File: config.mk
export PLATFORM = sky130hd
export DESIGN_NAME = nhp_host
export DESIGN_NICKNAME = d
export VERILOG_FILES = /design/src/design/nhp_pkg.sv /design/src/design/nhp_host.sv /design/src/design/nhp_skid.sv
export SDC_FILE = /design/constraint.sdc
export NUM_CORES = 1
export LEC_CHECK = 0
export ABC_AREA = 0
export BUFFER_PORTS_ARGS = -buffer_cell sky130_fd_sc_hd__buf_2
export CAP_MARGIN = 20
export CORE_MARGIN = 1
export CORE_UTILIZATION = 44
export CTS_CLUSTER_DIAMETER = 50
export DETAILED_ROUTE_END_ITERATION = 8
export PLACE_DENSITY_LB_ADDON = 0.15
export SYNTH_ARGS = -nofsm -noshare
export SYNTH_HDL_FRONTEND = slang
export SYNTH_SLANG_ARGS = --single-unit
File: constraint.sdc
create_clock -name clk -period 3.92 [get_ports clk]
set_input_delay 0.392 -clock clk [delete_from_list [all_inputs] [get_ports clk]]
set_output_delay 0.392 -clock clk [all_outputs]
set_load 0.02 [all_outputs]
File: src/design/nhp_pkg.sv
/*
 * Shared constants and types for the NAND-style host port controller:
 * opcodes, strobe timing in ns and clock cycles, request codes and states.
 * Assumes a single 125 MHz clock; all timing counts derive from CLK_NS.
 */
package nhp_pkg;

    localparam int CLK_NS = 8;

    function automatic int ns2cyc_up(input int ns);
        int c;
        c = (ns + CLK_NS - 1) / CLK_NS;
        return (c < 1) ? 1 : c;
    endfunction : ns2cyc_up

    // Strobe setup, strobe low, strobe high, wait before ready/busy is valid
    localparam int T_SU_NS = 10;
    localparam int T_LO_NS = 32;
    localparam int T_HI_NS = 16;
    localparam int T_WB_NS = 100;
    localparam int T_SU_CYC = ns2cyc_up(T_SU_NS);
    localparam int T_LO_CYC = ns2cyc_up(T_LO_NS);
    localparam int T_HI_CYC = ns2cyc_up(T_HI_NS);
    localparam int T_WB_CYC = ns2cyc_up(T_WB_NS);
    localparam int CNT_W = 5;

    localparam logic [2:0] ADDR_BYTES = 3'h5;
    localparam logic [2:0] ID_ADDR_BYTES = 3'h1;
    localparam logic [11:0] LEN_RST = 12'h001;

    localparam logic [7:0] OP_READ1 = 8'h00;
    localparam logic [7:0] OP_READ2 = 8'h30;
    localparam logic [7:0] OP_WRITE1 = 8'h80;
    localparam logic [7:0] OP_WRITE2 = 8'h10;
    localparam logic [7:0] OP_STATUS = 8'h70;
    localparam logic [7:0] OP_RESET = 8'hFF;
    localparam logic [7:0] OP_READ_ID = 8'h90;
    localparam logic [7:0] OP_PARAM = 8'hEC;
    localparam logic [7:0] OP_RECALL = 8'hFC;
    localparam logic [7:0] OP_STORE1 = 8'h84;
    localparam logic [7:0] OP_STORE2 = 8'hA5;
    localparam logic [7:0] OP_AS_DIS = 8'hA3;
    localparam logic [7:0] OP_AS_EN = 8'hAC;

    typedef enum logic [3:0] {
        NHP_RQ_READ, NHP_RQ_WRITE, NHP_RQ_STATUS, NHP_RQ_READ_ID, NHP_RQ_PARAM,
        NHP_RQ_RESET, NHP_RQ_STORE, NHP_RQ_RECALL, NHP_RQ_AS_DIS, NHP_RQ_AS_EN
    } nhp_rq_t;

    typedef enum logic [3:0] {
        ST_IDLE, ST_WAIT_RDY, ST_CMD1, ST_ADDR, ST_DIN, ST_CMD2, ST_WB, ST_WAIT_BUSY, ST_DOUT, ST_DONE
    } nhp_st_t;

    typedef enum logic [1:0] {PH_SETUP, PH_LO, PH_HI} nhp_ph_t;

    function automatic logic [7:0] first_op(input nhp_rq_t rq);
        case (rq)
            NHP_RQ_READ: first_op = OP_READ1;
            NHP_RQ_WRITE: first_op = OP_WRITE1;
            NHP_RQ_STATUS: first_op = OP_STATUS;
            NHP_RQ_READ_ID: first_op = OP_READ_ID;
            NHP_RQ_PARAM: first_op = OP_PARAM;
            NHP_RQ_STORE: first_op = OP_STORE1;
            NHP_RQ_RECALL: first_op = OP_RECALL;
            NHP_RQ_AS_DIS: first_op = OP_AS_DIS;
            NHP_RQ_AS_EN: first_op = OP_AS_EN;
            default: first_op = OP_RESET;
        endcase
    endfunction : first_op

    function automatic logic [7:0] second_op(input nhp_rq_t rq);
        case (rq)
            NHP_RQ_READ: second_op = OP_READ2;
            NHP_RQ_WRITE: second_op = OP_WRITE2;
            default: second_op = OP_STORE2;
        endcase
    endfunction : second_op

    function automatic logic [2:0] addr_bytes(input nhp_rq_t rq);
        case (rq)
            NHP_RQ_READ, NHP_RQ_WRITE: addr_bytes = ADDR_BYTES;
            NHP_RQ_READ_ID, NHP_RQ_PARAM: addr_bytes = ID_ADDR_BYTES;
            default: addr_bytes = 3'h0;
        endcase
    endfunction : addr_bytes

endpackage : nhp_pkg

File: src/design/nhp_host.sv
/*
 * Host controller for a multiplexed NAND-style nonvolatile SRAM port:
 * runs command, address, data-in and data-out cycles from user requests.
 * Assumes pins are synchronous to clk, ready_busy is high when ready,
 * and the bidirectional data bus is resolved outside from dq_oe.
 */
`timescale 1ns/1ps
module nhp_host import nhp_pkg::*; (
    input wire logic clk,
    input wire logic nrst,
    input wire logic cfg_x16,
    input wire logic cmd_valid,
    output logic cmd_ready,
    input wire nhp_rq_t cmd_op,
    input wire logic [20:0] cmd_addr,
    input wire logic [11:0] cmd_len,
    input wire logic wr_valid,
    output logic wr_ready,
    input wire logic [15:0] wr_data,
    output logic rd_valid,
    input wire logic rd_ready,
    output logic [15:0] rd_data,
    input wire logic protect_req,
    input wire logic store_req,
    output logic ce_n,
    output logic cle,
    output logic ale,
    output logic we_n,
    output logic read_strobe_n,
    output logic wp_n,
    output logic hw_store_n,
    output logic [15:0] dq_o,
    output logic dq_oe,
    input wire logic [15:0] dq_i,
    input wire logic ready_busy
);
    nhp_st_t st_r, st_nxt;
    nhp_ph_t ph_r, ph_nxt;
    nhp_rq_t op_r, op_nxt;
    logic [CNT_W-1:0] cnt_r, cnt_nxt;
    logic [2:0] byte_r, byte_nxt;
    logic [11:0] len_r, len_nxt;
    logic [20:0] addr_r, addr_nxt;
    logic ce_n_r, ce_n_nxt, cle_r, cle_nxt, ale_r, ale_nxt;
    logic we_n_r, we_n_nxt, rs_n_r, rs_n_nxt, dq_oe_r, dq_oe_nxt;
    logic [15:0] dq_o_r, dq_o_nxt;
    logic cmd_ready_r, cmd_ready_nxt, wr_ready_r, wr_ready_nxt, taken_r, taken_nxt;
    logic wp_n_r, hw_store_n_r;
    logic go, done, buf_push, buf_ready;

    // address byte layout, zero fill, top bit low in x16
    function automatic logic [7:0] addr_byte(input logic [20:0] a, input logic [2:0] idx, input logic x16);
        case (idx)
            3'h0: addr_byte = a[7:0];
            3'h1: addr_byte = a[15:8];
            3'h2: addr_byte = {3'h0, a[20] & ~x16, a[19:16]};
            default: addr_byte = 8'h00;
        endcase
    endfunction : addr_byte

    always_comb begin
        st_nxt = st_r;
        ph_nxt = ph_r;
        op_nxt = op_r;
        cnt_nxt = cnt_r;
        byte_nxt = byte_r;
        len_nxt = len_r;
        addr_nxt = addr_r;
        ce_n_nxt = ce_n_r;
        cle_nxt = cle_r;
        ale_nxt = ale_r;
        we_n_nxt = we_n_r;
        rs_n_nxt = rs_n_r;
        dq_oe_nxt = dq_oe_r;
        dq_o_nxt = dq_o_r;
        cmd_ready_nxt = 1'b0;
        wr_ready_nxt = 1'b0;
        taken_nxt = taken_r;
        go = 1'b1;
        done = 1'b0;
        buf_push = 1'b0;
        case (st_r)
            ST_IDLE: begin
                ce_n_nxt = 1'b1;
                dq_oe_nxt = 1'b0;
                cmd_ready_nxt = !(cmd_valid && cmd_ready_r);
                if (cmd_valid && cmd_ready_r) begin
                    op_nxt = cmd_op;
                    addr_nxt = cmd_addr;
                    len_nxt = cmd_len;
                    ce_n_nxt = 1'b0;
                    cnt_nxt = CNT_W'(T_SU_CYC);
                    ph_nxt = PH_SETUP;
                    // only status and reset may go out while busy
                    st_nxt = (cmd_op == NHP_RQ_STATUS || cmd_op == NHP_RQ_RESET) ? ST_CMD1 : ST_WAIT_RDY;
                end
            end
            ST_WAIT_RDY: begin
                if (ready_busy) begin
                    st_nxt = ST_CMD1;
                    cnt_nxt = CNT_W'(T_SU_CYC);
                end
            end
            ST_CMD1, ST_CMD2: begin
                // command byte on the low lane with command latch
                cle_nxt = 1'b1;
                ale_nxt = 1'b0;
                dq_oe_nxt = 1'b1;
                dq_o_nxt = {8'h00, (st_r == ST_CMD1) ? first_op(op_r) : second_op(op_r)};
            end
            ST_ADDR: begin
                // address bytes low first on the low lane
                cle_nxt = 1'b0;
                ale_nxt = 1'b1;
                dq_oe_nxt = 1'b1;
                dq_o_nxt = {8'h00, addr_byte(addr_r, byte_r, cfg_x16)};
            end
            ST_DIN: begin
                cle_nxt = 1'b0;
                ale_nxt = 1'b0;
                dq_oe_nxt = 1'b1;
                go = taken_r;
                if (wr_valid && wr_ready_r) begin
                    taken_nxt = 1'b1;
                    dq_o_nxt = cfg_x16 ? wr_data : {8'h00, wr_data[7:0]};
                end else begin
                    wr_ready_nxt = !taken_r;
                end
            end
            ST_WB: begin
                if (cnt_r != '0) begin
                    cnt_nxt = cnt_r - 1'b1;
                end else begin
                    st_nxt = ST_WAIT_BUSY;
                end
            end
            ST_WAIT_BUSY: begin
                // no read strobe until ready/busy is released
                if (ready_busy) begin
                    cnt_nxt = CNT_W'(T_SU_CYC);
                    st_nxt = (op_r == NHP_RQ_READ || op_r == NHP_RQ_READ_ID || op_r == NHP_RQ_PARAM) ? ST_DOUT : ST_DONE;
                end
            end
            ST_DOUT: begin
                // stall read strobes while the buffer is full
                cle_nxt = 1'b0;
                ale_nxt = 1'b0;
                dq_oe_nxt = 1'b0;
                go = buf_ready;
            end
            ST_DONE: begin
                ce_n_nxt = 1'b1;
                cle_nxt = 1'b0;
                ale_nxt = 1'b0;
                dq_oe_nxt = 1'b0;
                st_nxt = ST_IDLE;
            end
            default: st_nxt = ST_IDLE;
        endcase
        // Strobe sequencer shared by all bus cycles
        if (st_r == ST_CMD1 || st_r == ST_CMD2 || st_r == ST_ADDR || st_r == ST_DIN || st_r == ST_DOUT) begin
            case (ph_r)
                PH_SETUP: begin
                    if (cnt_r != '0) begin
                        cnt_nxt = cnt_r - 1'b1;
                    end else if (go) begin
                        // only one strobe low per cycle
                        we_n_nxt = (st_r == ST_DOUT);
                        rs_n_nxt = (st_r != ST_DOUT);
                        cnt_nxt = CNT_W'(T_LO_CYC - 1);
                        ph_nxt = PH_LO;
                    end
                end
                PH_LO: begin
                    if (cnt_r != '0) begin
                        cnt_nxt = cnt_r - 1'b1;
                    end else begin
                        we_n_nxt = 1'b1;
                        rs_n_nxt = 1'b1;
                        buf_push = (st_r == ST_DOUT);
                        cnt_nxt = CNT_W'(T_HI_CYC - 1);
                        ph_nxt = PH_HI;
                    end
                end
                PH_HI: begin
                    if (cnt_r != '0) begin
                        cnt_nxt = cnt_r - 1'b1;
                    end else begin
                        done = 1'b1;
                        ph_nxt = PH_SETUP;
                        cnt_nxt = CNT_W'(T_SU_CYC);
                    end
                end
                default: ph_nxt = PH_SETUP;
            endcase
        end
        if (done) begin
            case (st_r)
                ST_CMD1: begin
                    byte_nxt = 3'h0;
                    if (addr_bytes(op_r) != 3'h0) begin
                        st_nxt = ST_ADDR;
                    end else if (op_r == NHP_RQ_STORE) begin
                        st_nxt = ST_CMD2;
                    end else if (op_r == NHP_RQ_STATUS) begin
                        st_nxt = ST_DOUT;
                    end else begin
                        st_nxt = ST_WB;
                        cnt_nxt = CNT_W'(T_WB_CYC);
                    end
                end
                ST_ADDR: begin
                    byte_nxt = byte_r + 3'h1;
                    if (byte_r == addr_bytes(op_r) - 3'h1) begin
                        // read confirm follows the address, write data follows
                        if (op_r == NHP_RQ_READ) begin
                            st_nxt = ST_CMD2;
                        end else if (op_r == NHP_RQ_WRITE) begin
                            st_nxt = ST_DIN;
                        end else begin
                            st_nxt = ST_WB;
                            cnt_nxt = CNT_W'(T_WB_CYC);
                        end
                    end
                end
                ST_DIN: begin
                    taken_nxt = 1'b0;
                    len_nxt = len_r - 12'h001;
                    st_nxt = (len_r <= 12'h001) ? ST_CMD2 : ST_DIN;
                end
                ST_CMD2: begin
                    st_nxt = ST_WB;
                    cnt_nxt = CNT_W'(T_WB_CYC);
                end
                ST_DOUT: begin
                    len_nxt = len_r - 12'h001;
                    st_nxt = (len_r <= 12'h001) ? ST_DONE : ST_DOUT;
                end
                default: st_nxt = ST_DONE;
            endcase
        end
    end

    always_ff @(posedge clk or negedge nrst) begin
        if (!nrst) begin
            st_r <= ST_IDLE;
            ph_r <= PH_SETUP;
            op_r <= NHP_RQ_STATUS;
            cnt_r <= '0;
            byte_r <= 3'h0;
            len_r <= LEN_RST;
            addr_r <= '0;
            ce_n_r <= 1'b1;
            cle_r <= 1'b0;
            ale_r <= 1'b0;
            we_n_r <= 1'b1;
            rs_n_r <= 1'b1;
            dq_oe_r <= 1'b0;
            dq_o_r <= 16'h0000;
            cmd_ready_r <= 1'b0;
            wr_ready_r <= 1'b0;
            taken_r <= 1'b0;
            wp_n_r <= 1'b1;
            hw_store_n_r <= 1'b1;
        end else begin
            st_r <= st_nxt;
            ph_r <= ph_nxt;
            op_r <= op_nxt;
            cnt_r <= cnt_nxt;
            byte_r <= byte_nxt;
            len_r <= len_nxt;
            addr_r <= addr_nxt;
            ce_n_r <= ce_n_nxt;
            cle_r <= cle_nxt;
            ale_r <= ale_nxt;
            we_n_r <= we_n_nxt;
            rs_n_r <= rs_n_nxt;
            dq_oe_r <= dq_oe_nxt;
            dq_o_r <= dq_o_nxt;
            cmd_ready_r <= cmd_ready_nxt;
            wr_ready_r <= wr_ready_nxt;
            taken_r <= taken_nxt;
            wp_n_r <= !protect_req;
            hw_store_n_r <= !store_req;
        end
    end

    nhp_skid u_skid (
        .clk(clk),
        .nrst(nrst),
        .in_valid(buf_push),
        .in_ready(buf_ready),
        .in_data(cfg_x16 ? dq_i : {8'h00, dq_i[7:0]}),
        .out_valid(rd_valid),
        .out_ready(rd_ready),
        .out_data(rd_data)
    );

    assign cmd_ready = cmd_ready_r;
    assign wr_ready = wr_ready_r;
    assign ce_n = ce_n_r;
    assign cle = cle_r;
    assign ale = ale_r;
    assign we_n = we_n_r;
    assign read_strobe_n = rs_n_r;
    assign wp_n = wp_n_r;
    assign hw_store_n = hw_store_n_r;
    assign dq_o = dq_o_r;
    assign dq_oe = dq_oe_r;

    deselect_quiet_a: assert property (@(posedge clk) disable iff (!nrst)
        ce_n_r |-> (we_n_r && rs_n_r && !dq_oe_r)) else $error("strobe or drive while deselected");
    latch_excl_a: assert property (@(posedge clk) disable iff (!nrst)
        !(cle_r && ale_r)) else $error("both latch enables high");
    strobe_excl_a: assert property (@(posedge clk) disable iff (!nrst)
        !(!we_n_r && !rs_n_r)) else $error("both strobes low");
    cmd_driven_a: assert property (@(posedge clk) disable iff (!nrst)
        (cle_r && !we_n_r) |-> (dq_oe_r && !ce_n_r && rs_n_r)) else $error("command cycle malformed");
    we_width_a: assert property (@(posedge clk) disable iff (!nrst)
        $fell(we_n_r) |-> (!we_n_r)[*4] ##1 we_n_r) else $error("write strobe low width wrong");
    addr_first_a: assert property (@(posedge clk) disable iff (!nrst)
        (ale_r && !we_n_r && byte_r == 3'h0) |-> dq_o_r[7:0] == addr_r[7:0]) else $error("first address byte wrong");
    addr_zero_a: assert property (@(posedge clk) disable iff (!nrst)
        (ale_r && !we_n_r && byte_r >= 3'h3) |-> dq_o_r == 16'h0000) else $error("upper address bytes not zero");
    top_bit_low_a: assert property (@(posedge clk) disable iff (!nrst)
        (ale_r && !we_n_r && byte_r == 3'h2 && cfg_x16) |-> !dq_o_r[4]) else $error("top address bit high in x16");
    read_push_a: assert property (@(posedge clk) disable iff (!nrst)
        $fell(rs_n_r) |-> ##3 buf_push ##1 rs_n_r) else $error("read word not captured at strobe end");
    busy_gate_a: assert property (@(posedge clk) disable iff (!nrst)
        (st_r == ST_WAIT_RDY && !ready_busy) |=> st_r == ST_WAIT_RDY) else $error("command sent while busy");
endmodule : nhp_host

File: src/design/nhp_skid.sv
/*
 * Two-entry buffer with valid/ready on both sides; outputs are registered.
 * Assumes one clock and an asynchronous active-low reset.
 */
`timescale 1ns/1ps
module nhp_skid (
    input wire logic clk,
    input wire logic nrst,
    input wire logic in_valid,
    output logic in_ready,
    input wire logic [15:0] in_data,
    output logic out_valid,
    input wire logic out_ready,
    output logic [15:0] out_data
);
    logic out_valid_r, out_valid_nxt, skid_valid_r, skid_valid_nxt;
    logic [15:0] out_data_r, out_data_nxt, skid_data_r, skid_data_nxt;
    logic push;

    always_comb begin
        push = in_valid && !skid_valid_r;
        out_valid_nxt = out_valid_r;
        out_data_nxt = out_data_r;
        skid_valid_nxt = skid_valid_r;
        skid_data_nxt = skid_data_r;
        if (!out_valid_r || out_ready) begin
            if (skid_valid_r) begin
                out_valid_nxt = 1'b1;
                out_data_nxt = skid_data_r;
                skid_valid_nxt = 1'b0;
            end else begin
                out_valid_nxt = push;
                out_data_nxt = push ? in_data : out_data_r;
            end
        end else if (push) begin
            skid_valid_nxt = 1'b1;
            skid_data_nxt = in_data;
        end
    end

    always_ff @(posedge clk or negedge nrst) begin
        if (!nrst) begin
            out_valid_r <= 1'b0;
            out_data_r <= 16'h0000;
            skid_valid_r <= 1'b0;
            skid_data_r <= 16'h0000;
        end else begin
            out_valid_r <= out_valid_nxt;
            out_data_r <= out_data_nxt;
            skid_valid_r <= skid_valid_nxt;
            skid_data_r <= skid_data_nxt;
        end
    end

    assign in_ready = !skid_valid_r;
    assign out_valid = out_valid_r;
    assign out_data = out_data_r;
endmodule : nhp_skid

==> results of run 1 <==
[power by group]
| part | total [uW] | switching (uW) | internal (uW) |
|---|---|---|---|
| combinational | 1720 | 987 | 732 |
| clock | 867 | 417 | 450 |
| sequential | 1880 | 379 | 1500 |
| total | 4460 | 1780 | 2680 |
[per-layer routing]
layer	part of all wire	global-route usage	vias to the layer above
met2	0.47	0.3648	141
met5	0	0	-
li1	-	-	2649
met1	0.47	0.3172	2584
met3	0.050	0.04023	17
met4	0.015	0.08386	0
[final cells by class]
type	count	share of cell area
repair buffers	130	0.09862
multi-input cells	501	0.4147
clock buffers	13	0.03573
inverters	28	0.01501
flip-flops and latches	112	0.4015
clock inverters	3	0.003037
well taps	176	0.03145
[worst register-to-register path, cell delays in order (launching register included)]
cell and delay, ps:
sky130_fd_sc_hd__dfrtp_1 700, sky130_fd_sc_hd__or4b_4 710, sky130_fd_sc_hd__nor3_4 600, sky130_fd_sc_hd__nand2_2 500, sky130_fd_sc_hd__mux2_4 430
[Yosys cell counts, types with 6 or more instances]
master                     instances
sky130_fd_sc_hd__nand3_1          22
sky130_fd_sc_hd__nor3b_1           6
sky130_fd_sc_hd__nor3_1           17
sky130_fd_sc_hd__a22oi_1           6
sky130_fd_sc_hd__clkbuf_1         31
sky130_fd_sc_hd__buf_1             6
sky130_fd_sc_hd__buf_2             8
sky130_fd_sc_hd__o22ai_1          27
sky130_fd_sc_hd__or3_1             6
sky130_fd_sc_hd__nand2b_1         12
sky130_fd_sc_hd__nor2_1           44
sky130_fd_sc_hd__a211oi_1          6
sky130_fd_sc_hd__mux2_4            6
sky130_fd_sc_hd__ha_1              9
sky130_fd_sc_hd__a21oi_1          62
sky130_fd_sc_hd__dfstp_2           7
sky130_fd_sc_hd__dfrtp_1         105
sky130_fd_sc_hd__inv_1            28
sky130_fd_sc_hd__o21ai_0          53
sky130_fd_sc_hd__nor2b_1           6
sky130_fd_sc_hd__nand2_1         120
[logic make-up (layout without fill, tap and decap cells)]
group | after synthesis | in the layout | share of synthesized area
buf+inv | 75 | 174 | 0.04996
simple gates | 270 | 270 | 0.2198
xor+xnor | 1 | 1 | 0.001457
fa+ha+maj | 9 | 9 | 0.01873
mux | 12 | 12 | 0.02602
compound gates | 209 | 209 | 0.2163
flops | 112 | 112 | 0.4677
[registers in the layout (all words and copies together), names as in the netlist, 3 cells and up, named ones only]
name / flops
st_r: 4
op_r: 4
byte_r: 3
dq_o: 16
u_skid.skid_data_r: 16
addr_r: 21
u_skid.out_data: 16
len_r: 12
cnt_r: 5
[final timing paths]
check,startpoint,end,slack [ps],cells after the start
setup reg to reg,st_r[0]$_DFF_PN0_,u_skid.skid_data_r[7]$_DFFE_PN0P_,880,4
hold / removal,nrst,len_r[9]$_DFF_PN0_,20,2
setup / recovery,st_r[0]$_DFF_PN0_,u_skid.skid_data_r[7]$_DFFE_PN0P_,880,4
max in group asynchronous,nrst,cle$_DFFE_PN0P_,3290,2
min in group clk,store_req,hw_store_n$_DFF_PN1_,140,2
hold reg to reg,addr_r[9]$_DFFE_PN0P_,addr_r[9]$_DFFE_PN0P_,480,2
[through the flow]
stage / util / std cells
6_report: 0.5267 / 963
5_1_grt: 0.5267 / 963
4_1_cts: 0.5267 / 963
3_5_place_dp: 0.5063 / 947
3_3_place_gp: 0.5063 / 947
2_1_floorplan: - / 688
==> results.ini, run 1 <==
[clock_tree]
max-clock-path-buffers = 2
clk_root_buffer_cell = sky130_fd_sc_hd__clkbuf_16
worst_skew_pair.late_latency_ps = 360
cts.clk_slew.worst_paths_ps = 80
holdBufCountCts = 0
tritoncts = built
post_cts_resize_count = 0
postCtsSetupRepairBufs = 0
h_tree_level_count = 3
numCtsBuffers = 9
clock_sinks = 112

[job]
drv.max_cap_violation_count = 0

[critical_path]
setup.worst_path.class = reg2reg
timing.critical_path.buf_inv = 0
required_time_reported_for_the_critical_path_endpoint_ps = 4170
timing.critical_path.slowest_stage_cell = sky130_fd_sc_hd__or4b_4
worst_setup_path_start_kind = flip-flop
critical-path-top-delay-family = simple AND/OR/NAND/NOR gates
critical_path.cell_chain = or4b_4 > nor3_4 > nand2_2 > mux2_4
end_kind = flip-flop
critical_path_arrival_ps = 3290
crit_path_max_fanout = 28
max_stage_delay_ps = 710

[cells_and_area]
ff_latch_area_um2 = 2811
post_route_cells_drive_above_1_share = 0.2211
multi_input_comb_area_um2 = 2904
final_net_count = 869
mostFrequentLayoutCell = sky130_fd_sc_hd__nand2_1
area_overhead_vs_synth_pct = 16.51
postLayoutCellArea_um2 = 7003
fillers = 1253
layout_common_cells = sky130_fd_sc_hd__nand2_1 (120), sky130_fd_sc_hd__buf_2 (119), sky130_fd_sc_hd__dfrtp_1 (105)
insertedDiodeCount = 0

[detailed_routing]
num_vias = 5391
drt_pass1_iterations = 6
detail_route.vias_per_cell = 5.598
totalWireLength_mm = 15.42
drc_errors_left = 0
ant_nets = 0
detailedRoute.firstIterationViolations = 329
route.detailed.wl_per_inst_um = 16.02

[power_and_ir_drop]
leakagePower_uw = 0.003120
report.power.total_uw = 4462
power-per-cell-area_nw_per_um2 = 637.2
vdd_ir_drop_max_mv = 0.2734

[sta]
finalWorstPathRequiredPeriod_ps = 3045
unrepaired_setup_endpoints_after_global_routing = false
finalHoldViolCount = 0
fmaxAchievable_ghz = 0.3284
timing.final.crit_share = 0.7767
max_slew_margin = 0.4372
totalNegativeSetupSlack_ps = 0
clock-skew-final_ps = 12.47
drv_slew = 0
final.setup.worst_slack_ps = 875.2
holdWs_ps = 17.48
setup_violation_total_in_the_final_timing_report = 0
tightestPinTransition_ps = 844.2

[place]
detailedPlace.worstSlack_ps = 884.1
postPlaceCellArea_um2 = 6731
gp_congestion = 0.8680
hpwlAfterDp_mm = 10.61
buffer_ports.inserted = 120

[yosys]
postSynthCellCount = 688
synth_largest_area_cell = sky130_fd_sc_hd__dfrtp_1
ys_ff_latch = 112
yosys_warnings = 0
dominant_cells_by_area_after_synthesis = sky130_fd_sc_hd__dfrtp_1 (44%), sky130_fd_sc_hd__nand2_1 (7.5%), sky130_fd_sc_hd__a21oi_1 (5.2%)
synth_top_area_frac = 0.4371
proportion_of_register_bits_with_asynchronous_set_or_reset_after_synthesis = 1.000
synthesis.nets = 775
synthesis.area_per_instance_um2 = 8.737
seq_area_frac_synth = 0.4677
synth-main-ff-cell = sky130_fd_sc_hd__dfrtp_1
synth.distinct_cells = 67
synth_edf_count = 0
post_synth_instance_area_um2 = 6011

[die]
io_pins = 121
core.rowCount = 42
overall_die_height_um = 118.9
die_w_um = 118.9
initial_core_utilization = 0.4521
fp.dieArea_um2 = 14130
core-area_um2 = 13300

[grt]
grt.overflow.total = 0
grt_pass1_wl_mm = 26.08
maximum_number_of_pins_on_one_net_before_global_route_repair = 113
grt.total_usage = 0.2304
grt_pass1_vias = 5296
antenna_found_initial = 0

[outcome]
status = finished, final reports clean

[min_path]
hold_path.class = in2async

Power figures use the tool's default switching activity.
==> run 2: changes to the inputs <==
--- a/config.mk
+++ b/config.mk
@@ -5,7 +5,7 @@
 export SDC_FILE = /design/constraint.sdc
 export NUM_CORES = 1
 export LEC_CHECK = 0
-export ABC_AREA = 0
+export ABC_AREA = 1
 export BUFFER_PORTS_ARGS = -buffer_cell sky130_fd_sc_hd__buf_2
 export CAP_MARGIN = 20
 export CORE_MARGIN = 1
==> constraint.sdc (replaced) <==
create_clock -name clk -period 2.86 [get_ports clk]
set_input_delay 0.286 -clock clk [delete_from_list [all_inputs] [get_ports clk]]
set_output_delay 0.286 -clock clk [all_outputs]
set_load 0.02 [all_outputs]
==> results.ini, run 2 <==
[outcome]
status = finished, final reports clean

[sta]
fmaxAchievable_ghz = 0.4147  ; +26%
drv_slew = 0  ; unchanged
tightestPinTransition_ps = 592.2  ; -252.0 ps
totalNegativeSetupSlack_ps = 0  ; unchanged
setup_violation_total_in_the_final_timing_report = 0  ; unchanged
max_slew_margin = 0.6037  ; +0.1665
unrepaired_setup_endpoints_after_global_routing = false
timing.final.crit_share = 0.8432  ; +0.06646
finalHoldViolCount = 0  ; unchanged
finalWorstPathRequiredPeriod_ps = 2412  ; -633.3 ps
holdWs_ps = 34.85  ; +17.37 ps
clock-skew-final_ps = 10.29  ; -2.182 ps

[critical_path]
r2r-start = cnt_r[0]$_DFF_PN0_
critical-path-top-delay-family = simple AND/OR/NAND/NOR gates
r2r_slack_ps = 450  ; -430 ps
critical_path_arrival_ps = 2650  ; -640 ps
timing.critical_path.slowest_stage_cell = sky130_fd_sc_hd__dfrtp_1
setup.worst_path.class = reg2reg
end_kind = flip-flop
cp_num_cells = 11  ; +7
max_stage_delay_ps = 400  ; -310 ps
crit_path_max_fanout = 21  ; -25%
critical_path.cell_chain = inv_1 > ha_1 > nand2_1 > nor2_1 > nand2_1 > nor2_1 > nand2_4 > inv_4 > nand2_2 > inv_1 > o21ai_0
worst_setup_path_start_kind = flip-flop
worstRegToRegCells = 11  ; +7
required_time_reported_for_the_critical_path_endpoint_ps = 3100  ; -1070 ps
critical_path.reg2reg.endpoint = len_r[9]$_DFF_PN0_
timing.critical_path.buf_inv = 3  ; +3

[clock_tree]
numCtsBuffers = 9  ; unchanged
max-clock-path-buffers = 2  ; unchanged
cts.clk_slew.worst_paths_ps = 70  ; about the same
tritoncts = built
worst_skew_pair.late_latency_ps = 350  ; about the same
h_tree_level_count = 3  ; unchanged
clock_sinks = 112  ; unchanged
post_cts_resize_count = 0  ; unchanged
clk_root_buffer_cell = sky130_fd_sc_hd__clkbuf_16

[yosys]
most_instantiated_library_cell_after_synthesis = sky130_fd_sc_hd__nand2_1
synth_edf_count = 0  ; unchanged
post_synth_instance_area_um2 = 6130  ; +2.0%
synth_common_cells = sky130_fd_sc_hd__nand2_1 (251), sky130_fd_sc_hd__dfrtp_1 (105), sky130_fd_sc_hd__nor2_1 (86), sky130_fd_sc_hd__inv_1 (77), sky130_fd_sc_hd__o21ai_0 (50)
ys_ff_latch = 112  ; unchanged
synth_top_area_frac = 0.4287  ; -0.008477
postSynthCellCount = 805  ; +17%
synth_largest_area_cell = sky130_fd_sc_hd__dfrtp_1
synthesis.area_per_instance_um2 = 7.614  ; -13%
dominant_cells_by_area_after_synthesis = sky130_fd_sc_hd__dfrtp_1 (43%), sky130_fd_sc_hd__nand2_1 (15%), sky130_fd_sc_hd__nor2_1 (5.3%)
synth.distinct_cells = 38  ; -43%
proportion_of_register_bits_with_asynchronous_set_or_reset_after_synthesis = 1.000  ; unchanged
synthesis.nets = 892  ; +15%
yosys_warnings = 0  ; unchanged
synth-main-ff-cell = sky130_fd_sc_hd__dfrtp_1
seq_area_frac_synth = 0.4587  ; -0.009070

[detailed_routing]
drc_errors_left = 0  ; unchanged
detailedRoute.firstIterationViolations = 326  ; -0.91%
ant_nets = 0  ; unchanged
num_vias = 5438  ; +0.87%
drt_pass1_iterations = 5  ; -1
detail_route.vias_per_cell = 4.935  ; -12%
totalWireLength_mm = 14.66  ; -5.0%
route.detailed.wl_per_inst_um = 13.30  ; -17%

[place]
buffer_ports.inserted = 120  ; unchanged
gp_congestion = 0.8662  ; -0.21%
hpwlAfterDp_mm = 10.74  ; +1.2%

[power_and_ir_drop]
p_seq_frac = 0.376  ; -0.044
vdd_ir_drop_max_mv = 0.5083  ; +86%
p_comb_frac = 0.420  ; +0.035
switching_share = 0.4106  ; +0.01098
power-per-cell-area_nw_per_um2 = 866.5  ; +36%
internal_power_uw = 3681  ; +37%
power.net_switching_uw = 2564  ; +44%
clockPowerShare = 0.204  ; +0.010
leakagePower_uw = 0.003624  ; +16%

[min_path]
hold_path.class = in2reg
hold_depth = 2
hold_path_sink = hw_store_n$_DFF_PN1_
hold_start = store_req

[cells_and_area]
area_overhead_vs_synth_pct = 17.57
final_core_utilization = 0.5378  ; +0.01109
post_route_cells_drive_above_1_share = 0.2019  ; -0.01915
multi_input_comb_area_um2 = 2865  ; -1.3%
largest_reg_flops = 21  ; unchanged
fillers = 1331  ; +6.2%
final_net_count = 1008  ; +16%
layout_common_cells = sky130_fd_sc_hd__nand2_1 (251), sky130_fd_sc_hd__buf_2 (119), sky130_fd_sc_hd__dfrtp_1 (105)
ff_latch_area_um2 = 2811  ; unchanged
mostFrequentLayoutCell = sky130_fd_sc_hd__nand2_1
insertedDiodeCount = 0  ; unchanged
biggest_register = addr_r

[grt]
maximum_number_of_pins_on_one_net_before_global_route_repair = 45  ; -60%
grt.total_usage = 0.2155  ; -0.01489
antenna_found_initial = 0  ; unchanged
grt_pass1_wl_mm = 24.65  ; -5.5%
grt_pass1_vias = 5220  ; -1.4%
grt.overflow.total = 0  ; unchanged

[die]
overall_die_height_um = 120.0  ; +0.97%
core-area_um2 = 13400  ; +0.79%
initial_core_utilization = 0.4574  ; +0.005324
io_pins = 121  ; unchanged
die_w_um = 120.0  ; +0.97%
core.rowCount = 42  ; unchanged
fp.dieArea_um2 = 14410  ; +1.9%

[job]
drv.max_cap_violation_count = 0  ; unchanged

[run 2: repair_timing]
item	4_1_cts	5_1_grt
hold buffers	1	0
buffers inserted	0	0
endpoints found under the hold margin	38	0
[run 2: worst max-delay path by stage]
stage                                   from                 end  slack, ps
after floorplan           cnt_r[0]$_DFF_PN0_  cnt_r[0]$_DFF_PN0_        860
after global placement    cnt_r[0]$_DFF_PN0_  len_r[9]$_DFF_PN0_        560
after detailed placement  cnt_r[0]$_DFF_PN0_  len_r[9]$_DFF_PN0_        470
after CTS                 cnt_r[0]$_DFF_PN0_  len_r[9]$_DFF_PN0_        470
after global routing      cnt_r[0]$_DFF_PN0_  len_r[5]$_DFF_PN0_        170
final                     cnt_r[0]$_DFF_PN0_  len_r[9]$_DFF_PN0_        450
[run 2: cells by family after synthesis]
logic type	share of synthesized area
compound gates	0.1545
xor+xnor	0.01715
fa+ha+maj	0.01837
simple gates	0.2774
flops	0.4587
buf+inv	0.07389
[run 2: routing by layer]
| layer | routed length, um | track usage | up-vias |
|---|---|---|---|
| li1 | - | - | 2827 |
| met2 | 6700 | 0.3513 | 131 |
| met1 | 7079 | 0.2872 | 2466 |
| met3 | 716 | 0.04895 | 14 |
| met5 | 0 | 0 | - |
| met4 | 163 | 0.05781 | 0 |
[run 2: layout make-up]
| class | instances | share of cell area |
|---|---|---|
| clock buffers | 12 | 0.03420 |
| flip-flops and latches | 112 | 0.3901 |
| inverters | 82 | 0.04306 |
| repair buffers | 131 | 0.09722 |
| clock inverters | 4 | 0.007292 |
| well taps | 176 | 0.03056 |
| multi-input cells | 585 | 0.3976 |
[run 2: metrics by stage]
stage	area, um^2	worst slack, ps	instances	total power (uW)
2_1_floorplan	6130	864.1	805	4265
3_3_place_gp	6898	564.9	1085	4957
3_5_place_dp	6898	468.8	1085	4973
4_1_cts	7207	468.7	1102	6285
5_1_grt	7207	172.4	1102	6764
6_report	7207	448.4	1102	6245
[run 2: power groups by stage]
stage               registers, uW  clock network (uW)  logic (uW)
finish                       2350                1280        2620
global route                 2400                1360        3000
CTS                          2350                1310        2620
detailed placement           2370                   0        2600
global placement             2370                   0        2590
floorplan                    2470                   0        1790
==> run 3: changes to the inputs <==
==> constraint.sdc (replaced) <==
create_clock -name clk -period 2.2 [get_ports clk]
set_input_delay 0.22 -clock clk [delete_from_list [all_inputs] [get_ports clk]]
set_output_delay 0.22 -clock clk [all_outputs]
set_load 0.02 [all_outputs]
==> results.ini, run 3 (synthesis gave the netlist of run 2 again) <==
[outcome]
status = finished, final reports clean

[detailed_routing]
totalWireLength_mm = 14.71  ; +0.33%
drc_errors_left = 0  ; unchanged
route.detailed.wl_per_inst_um = 13.24  ; -0.48%
num_vias = 5512  ; +1.4%
detail_route.vias_per_cell = 4.961  ; +0.54%
detailedRoute.firstIterationViolations = 331  ; +1.5%
ant_nets = 0  ; unchanged
drt_pass1_iterations = 5  ; unchanged

[place]
buffer_ports.inserted = 120  ; unchanged
detailedPlace.worstSlack_ps = 103.4  ; -365.4 ps
postPlaceCellArea_um2 = 7000  ; +1.5%
gp_congestion = 0.8846  ; +2.1%
hpwlAfterDp_mm = 10.81  ; +0.69%
dp.cells = 1092  ; +0.65%

[sta]
drv_slew = 0  ; unchanged
timing.final.crit_share = 0.9226  ; +0.07944
final.setup.worst_slack_ps = 170.2  ; -278.3 ps
fmaxAchievable_ghz = 0.4927  ; +19%
finalHoldViolCount = 0  ; unchanged
max_slew_margin = 0.6840  ; +0.08029
setup_violation_total_in_the_final_timing_report = 0  ; unchanged
tightestPinTransition_ps = 470.8  ; -121.4 ps
finalWorstPathRequiredPeriod_ps = 2030  ; -381.7 ps
totalNegativeSetupSlack_ps = 0  ; unchanged
clock-skew-final_ps = 8.761  ; -1.530 ps

[cells_and_area]
layout_common_cells = sky130_fd_sc_hd__nand2_1 (250), sky130_fd_sc_hd__buf_2 (119), sky130_fd_sc_hd__dfrtp_1 (105)
fillers = 1328  ; -0.23%
biggest_register = addr_r
area_overhead_vs_synth_pct = 19.35
post_route_cells_drive_above_1_share = 0.2096  ; +0.007682
final_core_utilization = 0.5459  ; +0.008123
insertedDiodeCount = 0  ; unchanged
final_net_count = 1017  ; +0.89%
mostFrequentLayoutCell = sky130_fd_sc_hd__nand2_1
fin_cells = 1111  ; +0.82%
postLayoutCellArea_um2 = 7316  ; +1.5%
largest_reg_flops = 21  ; unchanged

[grt]
grt.overflow.total = 0  ; unchanged
grt_util_met3 = 0.05941  ; +0.01046
maximum_number_of_pins_on_one_net_before_global_route_repair = 55  ; +22%
grt_use_met2 = 0.3488  ; -0.002514
globalRouteMet1Util = 0.2961  ; +0.008914
globalRoute.busiestLayer = met2
grt_pass1_vias = 5296  ; +1.5%
grt_pass1_wl_mm = 25.17  ; +2.1%
grt.total_usage = 0.2211  ; +0.005622
antenna_found_initial = 1  ; +1

[power_and_ir_drop]
power-per-cell-area_nw_per_um2 = 1106  ; +28%
vdd_ir_drop_max_mv = 0.4906  ; -3.5%
leakagePower_uw = 0.003683  ; +1.6%

[die]
die_w_um = 120.0  ; unchanged
io_pins = 121  ; unchanged
initial_core_utilization = 0.4574  ; unchanged
fp.dieArea_um2 = 14410  ; unchanged
core-area_um2 = 13400  ; unchanged
core.rowCount = 42  ; unchanged
overall_die_height_um = 120.0  ; unchanged

[min_path]
hold_depth = 3  ; +1
hold_start = cmd_addr[18]
hold_path.class = in2reg
hold_path_sink = addr_r[18]$_DFFE_PN0P_

[clock_tree]
worst_skew_pair.late_latency_ps = 360  ; about the same
clock_sinks = 112  ; unchanged
h_tree_level_count = 3  ; unchanged
numCtsBuffers = 9  ; unchanged
max-clock-path-buffers = 2  ; unchanged
clk_root_buffer_cell = sky130_fd_sc_hd__clkbuf_16
tritoncts = built
cts.clk_slew.worst_paths_ps = 80  ; about the same

[critical_path]
required_time_reported_for_the_critical_path_endpoint_ps = 2450  ; -650 ps
worst_setup_path_start_kind = flip-flop
setup.worst_path.class = reg2reg
critical_path.reg2reg.endpoint = cnt_r[0]$_DFF_PN0_
worstRegToRegCells = 15  ; +4
r2r_slack_ps = 170  ; -280 ps
critical_path_arrival_ps = 2280  ; -370 ps
r2r-start = cnt_r[0]$_DFF_PN0_
critical_path.startpoint = cnt_r[0]$_DFF_PN0_
end_kind = flip-flop
crit_path_max_fanout = 5  ; -76%

[job]
drv.max_cap_violation_count = 0  ; unchanged

==> run 3: worst max path at each step <==
stage,cells past startpoint,endpoint
after CTS,15,cnt_r[0]$_DFF_PN0_
after detailed placement,15,cnt_r[0]$_DFF_PN0_
after global placement,11,len_r[9]$_DFF_PN0_
final,15,cnt_r[0]$_DFF_PN0_
after floorplan,16,cnt_r[0]$_DFF_PN0_
after global routing,15,cnt_r[0]$_DFF_PN0_
==> run 3: layout make-up <==
| class | count | area [um^2] | share of cell area |
|---|---|---|---|
| flip-flops and latches | 112 | 2811 | 0.3843 |
| multi-input cells | 585 | 2873 | 0.3927 |
| well taps | 176 | 220.2 | 0.03010 |
| clock buffers | 11 | 232.7 | 0.03181 |
| clock inverters | 5 | 45.04 | 0.006157 |
| repair buffers | 140 | 823.3 | 0.1125 |
| inverters | 82 | 310.3 | 0.04241 |
==> run 3: per-layer routing <==
| layer | up-vias | wire length, um |
|---|---|---|
| met5 | - | 0 |
| met1 | 2514 | 6971 |
| met3 | 17 | 872 |
| met2 | 142 | 6703 |
| met4 | 0 | 161 |
| li1 | 2839 | - |
==> run 3: critical path: stages (launching register included) <==
cell and delay, ps:
sky130_fd_sc_hd__dfrtp_1 410, sky130_fd_sc_hd__inv_2 110, sky130_fd_sc_hd__ha_1 190, sky130_fd_sc_hd__nand2_1 70
sky130_fd_sc_hd__nor2_1 150, sky130_fd_sc_hd__nand2_2 130, sky130_fd_sc_hd__ha_1 300, sky130_fd_sc_hd__inv_1 30
sky130_fd_sc_hd__nand2_1 50, sky130_fd_sc_hd__nand2_1 50, sky130_fd_sc_hd__nor2_1 140, sky130_fd_sc_hd__nand2_1 60
sky130_fd_sc_hd__nand2_1 70, sky130_fd_sc_hd__inv_1 40, sky130_fd_sc_hd__nand2_1 50, sky130_fd_sc_hd__nand2_1 50
==> run 3: per-stage QoR <==
stage / hold slack, ps / total power, uW
4_1_cts: 31.64 / 8152
3_3_place_gp: 136.3 / 6476
3_5_place_dp: 134.1 / 6516
6_report: 43.64 / 8094
2_1_floorplan: -75.59 / 5544
5_1_grt: 58.21 / 8779
==> run 3: what timing repair did <==
item                       in CTS  in global routing
gates resized for setup         0                  3
hold buffers                    3                  0
setup endpoints to repair       0                 15
hold endpoints to repair       21                  0
setup buffers                   0                  0
==> run 3: report_power, final <==
| group | leakage, uW | internal, uW | switching, uW |
|---|---|---|---|
| Combinational | 0.00215 | 1230 | 2210 |
| Sequential | 0.00140 | 2670 | 384 |
| Clock | 0.000133 | 791 | 803 |
